## config.mk

```make
export PLATFORM = sky130hd
export DESIGN_NAME = fpep_sequencer
export DESIGN_NICKNAME = d
export VERILOG_FILES = /design/src/fpep_pkg.sv /design/src/fpep_page_buffer.sv /design/src/fpep_sequencer.sv
export SDC_FILE = /design/constraint.sdc
export NUM_CORES = 1
export LEC_CHECK = 0
export BUFFER_PORTS_ARGS = -buffer_cell sky130_fd_sc_hd__buf_2
export CORE_UTILIZATION = 55
export CTS_CLUSTER_DIAMETER = 80
export DETAILED_ROUTE_END_ITERATION = 6
export PLACE_DENSITY = 0.84
export SYNTH_ARGS = -nofsm -noshare
export SYNTH_HDL_FRONTEND = slang
export SYNTH_SLANG_ARGS = --single-unit
```

## constraint.sdc

```tcl
create_clock -name clk -period 5.3 [get_ports clk]
set_input_delay 0.53 -clock clk [delete_from_list [all_inputs] [get_ports clk]]
set_output_delay 0.53 -clock clk [all_outputs]
set_load 0.05 [all_outputs]
```

## src/fpep_pkg.sv

```systemverilog
// constants, encodings and state types of the flash page erase-program sequencer
// assumes a 100 MHz system clock and special-function register access from the core
package fpep_pkg;

	// special-function register addresses
	localparam logic [7:0] ADDR_CMD_STATUS = 8'he4;
	localparam logic [7:0] ADDR_ADDR_LOW   = 8'he5;
	localparam logic [7:0] ADDR_ADDR_HIGH  = 8'he6;
	localparam logic [7:0] ADDR_WRITE_DATA = 8'he7;

	// command bytes and write-enable key
	localparam logic [7:0] CMD_LOAD          = 8'h00;
	localparam logic [7:0] CMD_ERASE_PROGRAM = 8'h68;
	localparam logic [7:0] CMD_SET_WE        = 8'h08;
	localparam logic [7:0] CMD_CLR_WE        = 8'h0b;
	localparam logic [7:0] WE_KEY            = 8'h96;

	// status field positions and reset values
	localparam int         OI_BIT       = 0;
	localparam int         SV_BIT       = 1;
	localparam int         HVE_BIT      = 2;
	localparam int         HVA_BIT      = 3;
	localparam logic [3:0] STATUS_RESET = 4'h0;
	localparam logic [7:0] ADDR_RESET   = 8'h00;
	localparam logic [3:0] STATUS_OI    = 4'h1;
	localparam logic [3:0] STATUS_SV    = 4'h2;
	localparam logic [3:0] STATUS_HVE   = 4'h4;
	localparam logic [3:0] STATUS_HVA   = 4'h8;

	// page buffer geometry
	localparam int         PAGE_BYTES = 16;
	localparam int         IDX_W      = 4;
	localparam logic [3:0] IDX_LAST   = 4'hf;

	// cycle timing: two phases of equal length
	localparam int CLK_MHZ          = 100;
	localparam int ERASE_TIME_US    = 2000;
	localparam int PROGRAM_TIME_US  = 2000;
	localparam int ERASE_CYCLES_DEF = ERASE_TIME_US * CLK_MHZ;
	localparam int PROG_CYCLES_DEF  = PROGRAM_TIME_US * CLK_MHZ;
	localparam int CNT_W            = 18;

	// sequencer states
	typedef enum logic [1:0] {
		ST_IDLE,
		ST_ERASE,
		ST_PROGRAM
	} fpep_state_e;

	// pending write-enable key action
	typedef enum logic [1:0] {
		KEY_NONE,
		KEY_SET,
		KEY_CLR
	} fpep_key_e;

endpackage

```

## src/fpep_page_buffer.sv

```systemverilog
// sixteen-byte page buffer with registered read data and one-cycle clear
// assumes write, clear and read index come from logic on the same clock
`timescale 1ns/1ps
`default_nettype none
module fpep_page_buffer (
	input  wire logic       clk,
	input  wire logic       rstn,
	input  wire logic       clear,
	input  wire logic       wrEn,
	input  wire logic [3:0] wrIdx,
	input  wire logic [7:0] wrData,
	input  wire logic [3:0] rdIdx,
	output logic      [7:0] rdData
);

	typedef struct packed {
		logic [fpep_pkg::PAGE_BYTES-1:0][7:0] bytes;
		logic [7:0]                           rdData;
	} fpep_buf_s;

	fpep_buf_s r_q;
	fpep_buf_s r_d;

	// clear wins over a write in the same cycle
	always_comb begin
		r_d = r_q;
		r_d.rdData = r_q.bytes[rdIdx];
		if (clear) begin
			r_d.bytes = '0;
		end else if (wrEn) begin
			r_d.bytes[wrIdx] = wrData;
		end
	end

	always_ff @(posedge clk or negedge rstn) begin
		if (!rstn) begin
			r_q <= '0;
		end else begin
			r_q <= r_d;
		end
	end

	assign rdData = r_q.rdData;

endmodule // fpep_page_buffer
`default_nettype wire

```

## src/fpep_sequencer.sv

```systemverilog
// flash page erase-program sequencer: command/status, address and data registers,
// page buffer update flags, timed erase and program phases and processor stall
// assumes the core does one register access per cycle and a byte-wide flash array
// whose read data follow the address combinationally
`timescale 1ns/1ps
`default_nettype none
// Summary of operation
// - reads of the command register give status, writes take a command byte
// - every command write clears the four status flags
// - page buffer of sixteen bytes, each with its own loaded flag
// - load command 00H clears all buffer bytes and loaded flags
// - data write stores at low-address index and marks that byte loaded
// - low index increments after data write, wraps, upper nibble untouched
// - high address and upper low nibble select the target page
// - only loaded bytes of the page are erased and programmed
// - command 68H starts the cycle and stalls the processor until done
// - interrupt during a cycle aborts it, releases core, sets aborted flag
// - cycle lasts a fixed 2 ms erase plus 2 ms program
// - aborted flag set on abort by interrupt or reset request
// - security flag set when a secured page is targeted
// - high-voltage error flag set on generator fault
// - high-voltage abort flag on interrupt or brownout; bits 7..4 read zero
// - code memory readable through the code read port only while no cycle runs
// - erase and program blocked while flash brownout is reported
// - write enable set by 08H, cleared by 0BH, each with key 96H
module fpep_sequencer #(
	parameter int ERASE_CYCLES   = fpep_pkg::ERASE_CYCLES_DEF,
	parameter int PROGRAM_CYCLES = fpep_pkg::PROG_CYCLES_DEF
) (
	input  wire logic        clk,
	input  wire logic        rstn,
	input  wire logic [7:0]  sfrAddr,
	input  wire logic        sfrWrEn,
	input  wire logic        sfrRdEn,
	input  wire logic [7:0]  sfrWdata,
	output logic      [7:0]  sfrRdata,
	output logic             cpuStall,
	input  wire logic        irqPending,
	input  wire logic        sysResetReq,
	input  wire logic        flashBrownout,
	input  wire logic        hvError,
	input  wire logic        activateWriteEnable,
	input  wire logic        targetSecured,
	output logic      [11:0] pageSelect,
	output logic      [15:0] nvmAddr,
	output logic      [7:0]  nvmWdata,
	output logic             nvmErase,
	output logic             nvmProgram,
	input  wire logic [7:0]  nvmRdata,
	input  wire logic        codeRdEn,
	input  wire logic [15:0] codeRdAddr,
	output logic      [7:0]  codeRdData
);

	typedef struct packed {
		fpep_pkg::fpep_state_e         state;
		logic [fpep_pkg::CNT_W-1:0]    cnt;
		logic [3:0]                    walkIdx;
		logic                          walking;
		logic [3:0]                    rdIdx;
		logic                          rdValid;
		logic [fpep_pkg::PAGE_BYTES-1:0] flags;
		logic [3:0]                    status;
		logic [7:0]                    adrLow;
		logic [7:0]                    adrHigh;
		logic                          weFlag;
		fpep_pkg::fpep_key_e           keyPend;
		logic                          bodMeta;
		logic                          bodSync;
		logic                          stall;
		logic [7:0]                    sfrRdata;
		logic [15:0]                   nvmAddr;
		logic [7:0]                    nvmWdata;
		logic                          nvmErase;
		logic                          nvmProgram;
		logic                          codeRdPend;
		logic [7:0]                    codeRdData;
	} fpep_seq_s;

	fpep_seq_s r_q;
	fpep_seq_s r_d;

	logic       idle;
	logic       wrCmd;
	logic       wrData;
	logic       loadCmd;
	logic       epCmd;
	logic       writeAllowed;
	logic       memClear;
	logic       memWr;
	logic [7:0] memRdata;
	logic [3:0] setBits;
	logic       abortAny;

	// register access decode; writes are taken only while no cycle runs
	assign idle         = (r_q.state == fpep_pkg::ST_IDLE);
	assign wrCmd        = idle && sfrWrEn && (sfrAddr == fpep_pkg::ADDR_CMD_STATUS);
	assign wrData       = idle && sfrWrEn && (sfrAddr == fpep_pkg::ADDR_WRITE_DATA);
	assign loadCmd      = wrCmd && (sfrWdata == fpep_pkg::CMD_LOAD);
	assign epCmd        = wrCmd && (sfrWdata == fpep_pkg::CMD_ERASE_PROGRAM);
	assign writeAllowed = !activateWriteEnable || r_q.weFlag;
	assign memClear     = loadCmd || sysResetReq;
	// key bytes never reach the buffer
	assign memWr        = wrData && (r_q.keyPend == fpep_pkg::KEY_NONE) && !sysResetReq;
	assign abortAny     = !idle && (irqPending || sysResetReq || r_q.bodSync || hvError);

	fpep_page_buffer u_buf (
		.clk    (clk),
		.rstn   (rstn),
		.clear  (memClear),
		.wrEn   (memWr),
		.wrIdx  (r_q.adrLow[3:0]),
		.wrData (sfrWdata),
		.rdIdx  (r_q.walkIdx),
		.rdData (memRdata)
	);

	// next-state logic of the whole sequencer
	always_comb begin
		r_d = r_q;
		setBits = 4'h0;
		r_d.nvmErase = 1'b0;
		r_d.nvmProgram = 1'b0;
		r_d.rdValid = 1'b0;
		r_d.codeRdPend = 1'b0;
		r_d.bodMeta = flashBrownout;
		r_d.bodSync = r_q.bodMeta;
		if (sfrRdEn) begin
			unique case (sfrAddr)
				fpep_pkg::ADDR_CMD_STATUS: r_d.sfrRdata = {4'h0, r_q.status};
				fpep_pkg::ADDR_ADDR_LOW:   r_d.sfrRdata = r_q.adrLow;
				fpep_pkg::ADDR_ADDR_HIGH:  r_d.sfrRdata = r_q.adrHigh;
				default:                   r_d.sfrRdata = 8'h00;
			endcase
		end
		if (idle && sfrWrEn && (sfrAddr == fpep_pkg::ADDR_ADDR_LOW)) begin
			r_d.adrLow = sfrWdata;
		end
		if (idle && sfrWrEn && (sfrAddr == fpep_pkg::ADDR_ADDR_HIGH)) begin
			r_d.adrHigh = sfrWdata;
		end
		if (wrData && (r_q.keyPend != fpep_pkg::KEY_NONE)) begin
			if (sfrWdata == fpep_pkg::WE_KEY) begin
				r_d.weFlag = (r_q.keyPend == fpep_pkg::KEY_SET);
			end
			r_d.keyPend = fpep_pkg::KEY_NONE;
		end
		if (memWr) begin
			r_d.flags[r_q.adrLow[3:0]] = 1'b1;
			r_d.adrLow = {r_q.adrLow[7:4], r_q.adrLow[3:0] + 4'h1};
		end
		if (wrCmd) begin
			r_d.keyPend = fpep_pkg::KEY_NONE;
			if (sfrWdata == fpep_pkg::CMD_SET_WE) begin
				r_d.keyPend = fpep_pkg::KEY_SET;
			end
			if (sfrWdata == fpep_pkg::CMD_CLR_WE) begin
				r_d.keyPend = fpep_pkg::KEY_CLR;
			end
			if (loadCmd) begin
				r_d.flags = '0;
			end
		end
		if (epCmd) begin
			if (r_q.bodSync) begin
				setBits = fpep_pkg::STATUS_HVA;
			end else if (targetSecured || !writeAllowed) begin
				setBits = fpep_pkg::STATUS_SV;
			end else begin
				r_d.state = fpep_pkg::ST_ERASE;
				r_d.cnt = '0;
				r_d.walkIdx = 4'h0;
				r_d.walking = 1'b1;
				r_d.stall = 1'b1;
			end
		end
		if (idle && codeRdEn) begin
			r_d.nvmAddr = codeRdAddr;
			r_d.codeRdPend = 1'b1;
		end
		if (r_q.codeRdPend) begin
			r_d.codeRdData = nvmRdata;
		end
		// byte walk of each phase
		if (!idle && r_q.walking) begin
			r_d.walkIdx = r_q.walkIdx + 4'h1;
			r_d.walking = (r_q.walkIdx != fpep_pkg::IDX_LAST);
			r_d.rdIdx = r_q.walkIdx;
			r_d.rdValid = (r_q.state == fpep_pkg::ST_PROGRAM);
			if (r_q.state == fpep_pkg::ST_ERASE) begin
				r_d.nvmErase = r_q.flags[r_q.walkIdx];
				r_d.nvmAddr = {r_q.adrHigh, r_q.adrLow[7:4], r_q.walkIdx};
			end
		end
		if (r_q.rdValid) begin
			r_d.nvmProgram = r_q.flags[r_q.rdIdx];
			r_d.nvmAddr = {r_q.adrHigh, r_q.adrLow[7:4], r_q.rdIdx};
			r_d.nvmWdata = memRdata;
		end
		unique case (r_q.state)
			fpep_pkg::ST_IDLE: begin
				r_d.cnt = '0;
			end
			fpep_pkg::ST_ERASE: begin
				r_d.cnt = r_q.cnt + 18'h1;
				if (r_q.cnt == fpep_pkg::CNT_W'(ERASE_CYCLES - 1)) begin
					r_d.state = fpep_pkg::ST_PROGRAM;
					r_d.cnt = '0;
					r_d.walkIdx = 4'h0;
					r_d.walking = 1'b1;
				end
			end
			fpep_pkg::ST_PROGRAM: begin
				r_d.cnt = r_q.cnt + 18'h1;
				if (r_q.cnt == fpep_pkg::CNT_W'(PROGRAM_CYCLES - 1)) begin
					r_d.state = fpep_pkg::ST_IDLE;
					r_d.stall = 1'b0;
					r_d.walking = 1'b0;
				end
			end
			// unused state code falls back to idle
			default: begin
				r_d.state = fpep_pkg::ST_IDLE;
			end
		endcase
		if (abortAny) begin
			r_d.state = fpep_pkg::ST_IDLE;
			r_d.stall = 1'b0;
			r_d.walking = 1'b0;
			r_d.rdValid = 1'b0;
			r_d.nvmErase = 1'b0;
			r_d.nvmProgram = 1'b0;
			if (irqPending || sysResetReq) begin
				setBits = setBits | fpep_pkg::STATUS_OI;
			end
			// interrupt or brownout in a cycle
			if (irqPending || r_q.bodSync) begin
				setBits = setBits | fpep_pkg::STATUS_HVA;
			end
			if (hvError) begin
				setBits = setBits | fpep_pkg::STATUS_HVE;
			end
		end
		// reset request empties buffer and protection
		if (sysResetReq) begin
			r_d.flags = '0;
			r_d.weFlag = 1'b0;
			r_d.keyPend = fpep_pkg::KEY_NONE;
		end
		// command write clears status, a same-cycle set still lands
		r_d.status = (wrCmd ? fpep_pkg::STATUS_RESET : r_q.status) | setBits;
	end

	always_ff @(posedge clk or negedge rstn) begin
		if (!rstn) begin
			r_q <= '0;
		end else begin
			r_q <= r_d;
		end
	end

	assign sfrRdata   = r_q.sfrRdata;
	assign cpuStall   = r_q.stall;
	assign pageSelect = {r_q.adrHigh, r_q.adrLow[7:4]};
	assign nvmAddr    = r_q.nvmAddr;
	assign nvmWdata   = r_q.nvmWdata;
	assign nvmErase   = r_q.nvmErase;
	assign nvmProgram = r_q.nvmProgram;
	assign codeRdData = r_q.codeRdData;

	// stall length of an undisturbed cycle, read only by an assertion
	logic [19:0] stallLen_q;
	always_ff @(posedge clk or negedge rstn) begin
		if (!rstn) begin
			stallLen_q <= 20'h00000;
		end else begin
			stallLen_q <= r_q.stall ? stallLen_q + 20'h00001 : 20'h00000;
		end
	end
endmodule // fpep_sequencer
`default_nettype wire

```

# Word-level counts from Yosys, hierarchy flattened
# Cells that the tools add are included.
# op_classes
n_addsub	3
order_cmp	4
eq_ne	15
n_mux	63
bitwise_logic	3
n_reduce_logical	38
# op_table
op	n
128-bit 2-to-1 mux	2
128-bit bitwise mux	1
16-bit 2-to-1 mux	7
25-bit 2-to-1 mux	4
18-bit case mux with 3 select lines	1
8-bit equality test (second input constant)	5
8-bit binary-select mux with 4-bit select	1
8-bit demux with 4-bit select	1
4-bit 2-to-1 mux	8
24-bit 2-to-1 mux	1
8-bit case mux with 3 select lines	1
1-bit 2-to-1 mux	19
18-bit by 1-bit adder with 18-bit output (second input constant)	1
18-bit equality test (second input constant)	1
8-bit by 4-bit equality test with 1-bit output (second input constant)	2
8-bit 2-to-1 mux	2
16-bit OR	1
4-bit by 5-bit < comparator with 1-bit output (second input constant)	3
1-bit logical AND	14
2-bit 2-to-1 mux	6
10-bit 2-to-1 mux	1
2-bit nonzero test	5
3-bit 2-to-1 mux	3
4-bit by 1-bit adder with 4-bit output (second input constant)	2
21 further kinds	34
# word_totals
reg_bits	251
input_bits	51
out_inout_bits	55
elab_cells	166

# Depth between registers and ports, before layout
# logic_depth
ltp_word	12
ltp_mapped	10
mapped_depth_nobuf	7

# Hierarchy
# From an unflattened synthesis, not the netlist that was laid out.
# hier_totals
cells_unflattened	1303
hier_area_um2	13021.2
# by_module_without_submodules
module	instances	cells_per_inst	area_per_inst_um2	seq_area_each_um2
fpep_page_buffer	1	698	6892.9	3403.3
fpep_sequencer	1	605	6128.4	2877.8

# Worst setup path after synthesis
# Ideal clock, no wire load.
# synth_timing
path_kind	register to register
startpoint	register r_q[114] in the netlist's numbering
endpoint	register r_q[57] in the netlist's numbering
setup_ps	126
arrival_ps	1897
required_time_ps	5174
slack_ps	3277
path_stages_with_launch	7
n_path_buf	0
period_less_slack_ps	2023
cell_sequence	dfrtp_1 -> inv_1 -> ha_1 -> nand2_1 -> nor4_2 -> a21oi_1 -> a221o_1
# synth_via
elab_chain_cells	6
elab_cells_between_ends	8
cone_classes	mux (1); reduce/logical (7)
# synth_lines
item	line	text
start: declaration	fpep_sequencer.sv:80	fpep_seq_s r_q;
start signal: assignment	fpep_sequencer.sv:258	r_q <= r_d;
2-bit zero test *	fpep_sequencer.sv:96	assign idle = (r_q.state == fpep_pkg::ST_IDLE);
1-bit logical AND *	fpep_sequencer.sv:98, fpep_sequencer.sv:136	
1-bit logical AND	fpep_sequencer.sv:98	assign wrData = idle && sfrWrEn && (sfrAddr == fpep_pkg::ADDR_WRITE_DATA);
1-bit logical AND (2 in a row)	fpep_sequencer.sv:104	assign memWr = wrData && (r_q.keyPend == fpep_pkg::KEY_NONE) && !sysResetReq;
4-bit 2-to-1 mux / 2-bit nonzero test (equally long branches)	--	
# Every way passes the cells marked *; elsewhere a longest branch is shown, timed or not.
# A chain may end at the register's enable or synchronous reset.

# Final worst setup path
# layout_timing
startpoint	register r_q[113] in the netlist's numbering
endpoint	register u_buf.r_q[106] in the netlist's numbering
# layout_via
elab_chain_cells	6
elab_cells_between_ends	10
cone_classes	mux (1); reduce/logical (9)
# layout_lines
item	line	text
2-bit zero test *	fpep_sequencer.sv:96	
1-bit logical AND *	fpep_sequencer.sv:97, fpep_sequencer.sv:98	
1-bit logical AND (on tied branches)	fpep_sequencer.sv:97, fpep_sequencer.sv:98	
1-bit logical AND (on tied branches)	fpep_sequencer.sv:99, fpep_sequencer.sv:104	
1-bit logical OR / 1-bit logical AND (equally long branches)	fpep_sequencer.sv:102, fpep_sequencer.sv:104	
128-bit 2-to-1 mux / 2-bit nonzero test (equally long branches)	--	
end signal: assignment	fpep_page_buffer.sv:39	r_q <= r_d;
end: declaration	fpep_page_buffer.sv:21	fpep_buf_s r_q;
# Marks and branches as above.

==> run metrics <==
Synth cell types=52; PnR worst setup slack=1991 ps; hold_buf cts=0; via count=9417; CTS clock-pin slew for the worst setup and hold paths=60 ps; drt wl/cell=20.35 µm; Post-synth EDFFs=0; Critical R2R Capture=u_buf.r_q[106]; Core Area=0.02203 mm²; Core Rows=54; Avg Inst Size Synth=10.15 µm²; post-synthesis sequential area ratio=0.5046; TritonCTS clock tree=yes; VDD IR-drop max=0.2077 mV; R2R depth=7; Worst-Skew Late Latency=540 ps; Ports=106; hpwl dp=19650 µm; max-cap viol count=0; Synth top area share=0.5046; crit share post-route=0.6244; setup slack, reg-to-reg=1990 ps; synthesized area=0.01245 mm²; fin crit period=3309 ps; Arr. time, crit path=3710 ps; Place WS=2042 ps; Bufs on Longest Clock Path=3; # clock sinks=251; final hold viol count=0; Final GP Congestion=0.8611; CTS resizes=0; Area Overhead vs Synth=7.629%; Synthesis Warnings=0; 1st-iter DRT viols=977; Root Driver=clkbuf_16; Final Max Tran Viols=0; CP Launch Type=flip-flop; layout cells sized above 1=0.2002; DRT Wirelength=31010 µm; Syn Nets=1287; largest net degree at the start of global routing=150; DIE AREA=0.02324 mm²; DR vias/cell=6.179; Post-Synth XOR/XNOR Area=0.004222; mux contribution to synthesized area=0.1356; total gr overflow=0; RSZ-0062 raised after global routing=no; Max Fclk=302.2 MHz; Die W=152.4 µm; Clock Skew=11.55 ps; Setup Fix Bufs, Post-CTS=0; setup TNS=0 ps; initial antenna violation count=0; Post-Synthesis Cells=1226; First-pass DRT Iterations=7; Worst R2R Start=r_q[113]; Nets=1288; Hold Path Class=in2async; FFs w/ async S/R, synth=1.000; Power per Cell Area=305.6 mW/mm²; Worst slew margin=0.2758; post-synthesis compound-gate area fraction=0.09820; simple-gate portion of the synthesized area=0.1722; Pleak=0.005911 µW; synth top area cells=dfrtp_1, nand2_1, mux4_2, a21oi_1, buf_4; violated checks=design-rule violations; synthesis-stage register bit count=251; Synth area leader=dfrtp_1; total CTS buffers=25; largest family of logic cells by synthesized area=simple AND/OR/NAND/NOR gates; Critical Path RT=5700 ps; IO buf count=105; first-pass GRT wire length=50270 µm; Initial Util=0.5652; status=complete, but fails checks; GRT Overall Usage=0.2716; Synth Flop Type=dfrtp_1; DRT antenna net count=0; critical path peak fanout=85; diodes inserted=0; Die Span Y=152.4 µm; Crit. End Element=flip-flop; vias in the first global route=9511; Tightest Pin Transition=1086 ps; DR DRC count=20; Setup-failing EPs final=0; Post-Synth Adder-Cell Area=0.01005; H-Tree Depth=1; CP Class=reg2reg
## flip-flops by register name (all words and copies together) (netlist names)
name and flops:
r_d 1, u_buf.rdData 8, nvmWdata 8, u_buf.r_q 128, nvmProgram 1, cpuStall 1
nvmAddr 16, pageSelect 12, r_q 59, sfrRdata 8, codeRdData 8, nvmErase 1
## per-stage QoR
stage                     instances  utilization  total power, µW  area (µm²)  hold WS [ps]
final                          1524       0.6083             4095       13400         146.8
after detailed placement       1480       0.5692             2271       12540         347.9
after global placement         1480       0.5692             2266       12540         334.4
after global routing           1524       0.6083             4193       13400         142.3
after CTS                      1524       0.6083             4097       13400         151.4
after floorplan                1226            -             2196       12450         234.4
## how the worst max path moves through the flow
stage                from  depth (start not counted)  slack, ps              to
3_3_place_gp   sfrAddr[4]                          6       2090         r_q[83]
5_1_grt          r_q[113]                          7       1770   u_buf.r_q[99]
2_1_floorplan    r_q[114]                          6       3280         r_q[57]
4_1_cts          r_q[113]                          7       2060  u_buf.r_q[129]
6_report         r_q[113]                          7       1990  u_buf.r_q[106]
3_5_place_dp   sfrAddr[4]                          6       2040   u_buf.r_q[73]
## critical path: stages (launching register included)
cell	delay, ps
dfrtp_1	430
inv_1	110
ha_1	490
nand2_1	340
nor4_4	340
a41o_4	860
buf_4	470
a21oi_1	90
## cell type report
type                            count  area (µm²)
Timing Repair Buffer              112       588.1
Clock buffer                       33       715.7
Tap cell                          280       350.3
Multi-Input combinational cell    817        5243
Sequential cell                   251        6282
Inverter                           20       75.07
Clock inverter                     11       143.9
Fill cell                        1660        8628
## Yosys cell counts (all sizes together), types with 3 or more instances
| library cell | number |
|---|---|
| nand2 | 302 |
| dfrtp | 251 |
| a21oi | 140 |
| buf | 116 |
| nor2 | 51 |
| mux4 | 50 |
| nand3 | 47 |
| mux2 | 33 |
| o21ai | 29 |
| and3 | 24 |
| clkbuf | 22 |
| inv | 20 |
| mux2i | 19 |
| a22o | 13 |
| nand4 | 13 |
| a31oi | 10 |
| ha | 10 |
| nor3 | 9 |
| nor4 | 9 |
| nand2b | 7 |
| a211oi | 5 |
| o22ai | 4 |
| or2 | 4 |
| xnor2 | 4 |
| and4 | 3 |
| nor2b | 3 |
| o211ai | 3 |
## metal layers
metal  vias up  share of wire  track usage
met5         -              0            0
met4         0          0.042       0.1251
met1      4634           0.39       0.3528
li1       4188              -            -
met3        93          0.093      0.05489
met2       502           0.47       0.4426
## where the power goes
group	switching, µW	internal (µW)	leakage, µW
combinational	215	61.9	0.00208
clock	762	1090	0.000413
sequential	19.3	1940	0.00342
total	996	3100	0.00591
## cells in the final DEF (no fill, tap or decap), drive strengths merged, types with 3 or more instances in the layout
cell        n
mux4       50
a22o       13
inv        21
nor2b       3
nor4        9
nand3      47
clkbuf     33
a21oi     140
mux2i      19
and3       24
nand2     302
nand4      13
clkinvlp    4
o21ai      29
and4        3
mux2       33
a211oi      5
nor3        9
a31oi      10
clkinv      3
o22ai       4
dfrtp     251
or2         4
nand2b      7
buf       112
nor2       51
xnor2       4
ha         10
bufinv      3
o211ai      3
## cells by family after synthesis
| group | Yosys count |
|---|---|
| DFF | 251 |
| muxes | 102 |
| adders and majority gates | 10 |
| and+or+nand+nor | 482 |
| xor gates and xnor gates | 6 |
| AOI/OAI and AO/OA | 217 |
| buffers and inverters | 158 |
Note: power is estimated with default switching activity, not from simulation.
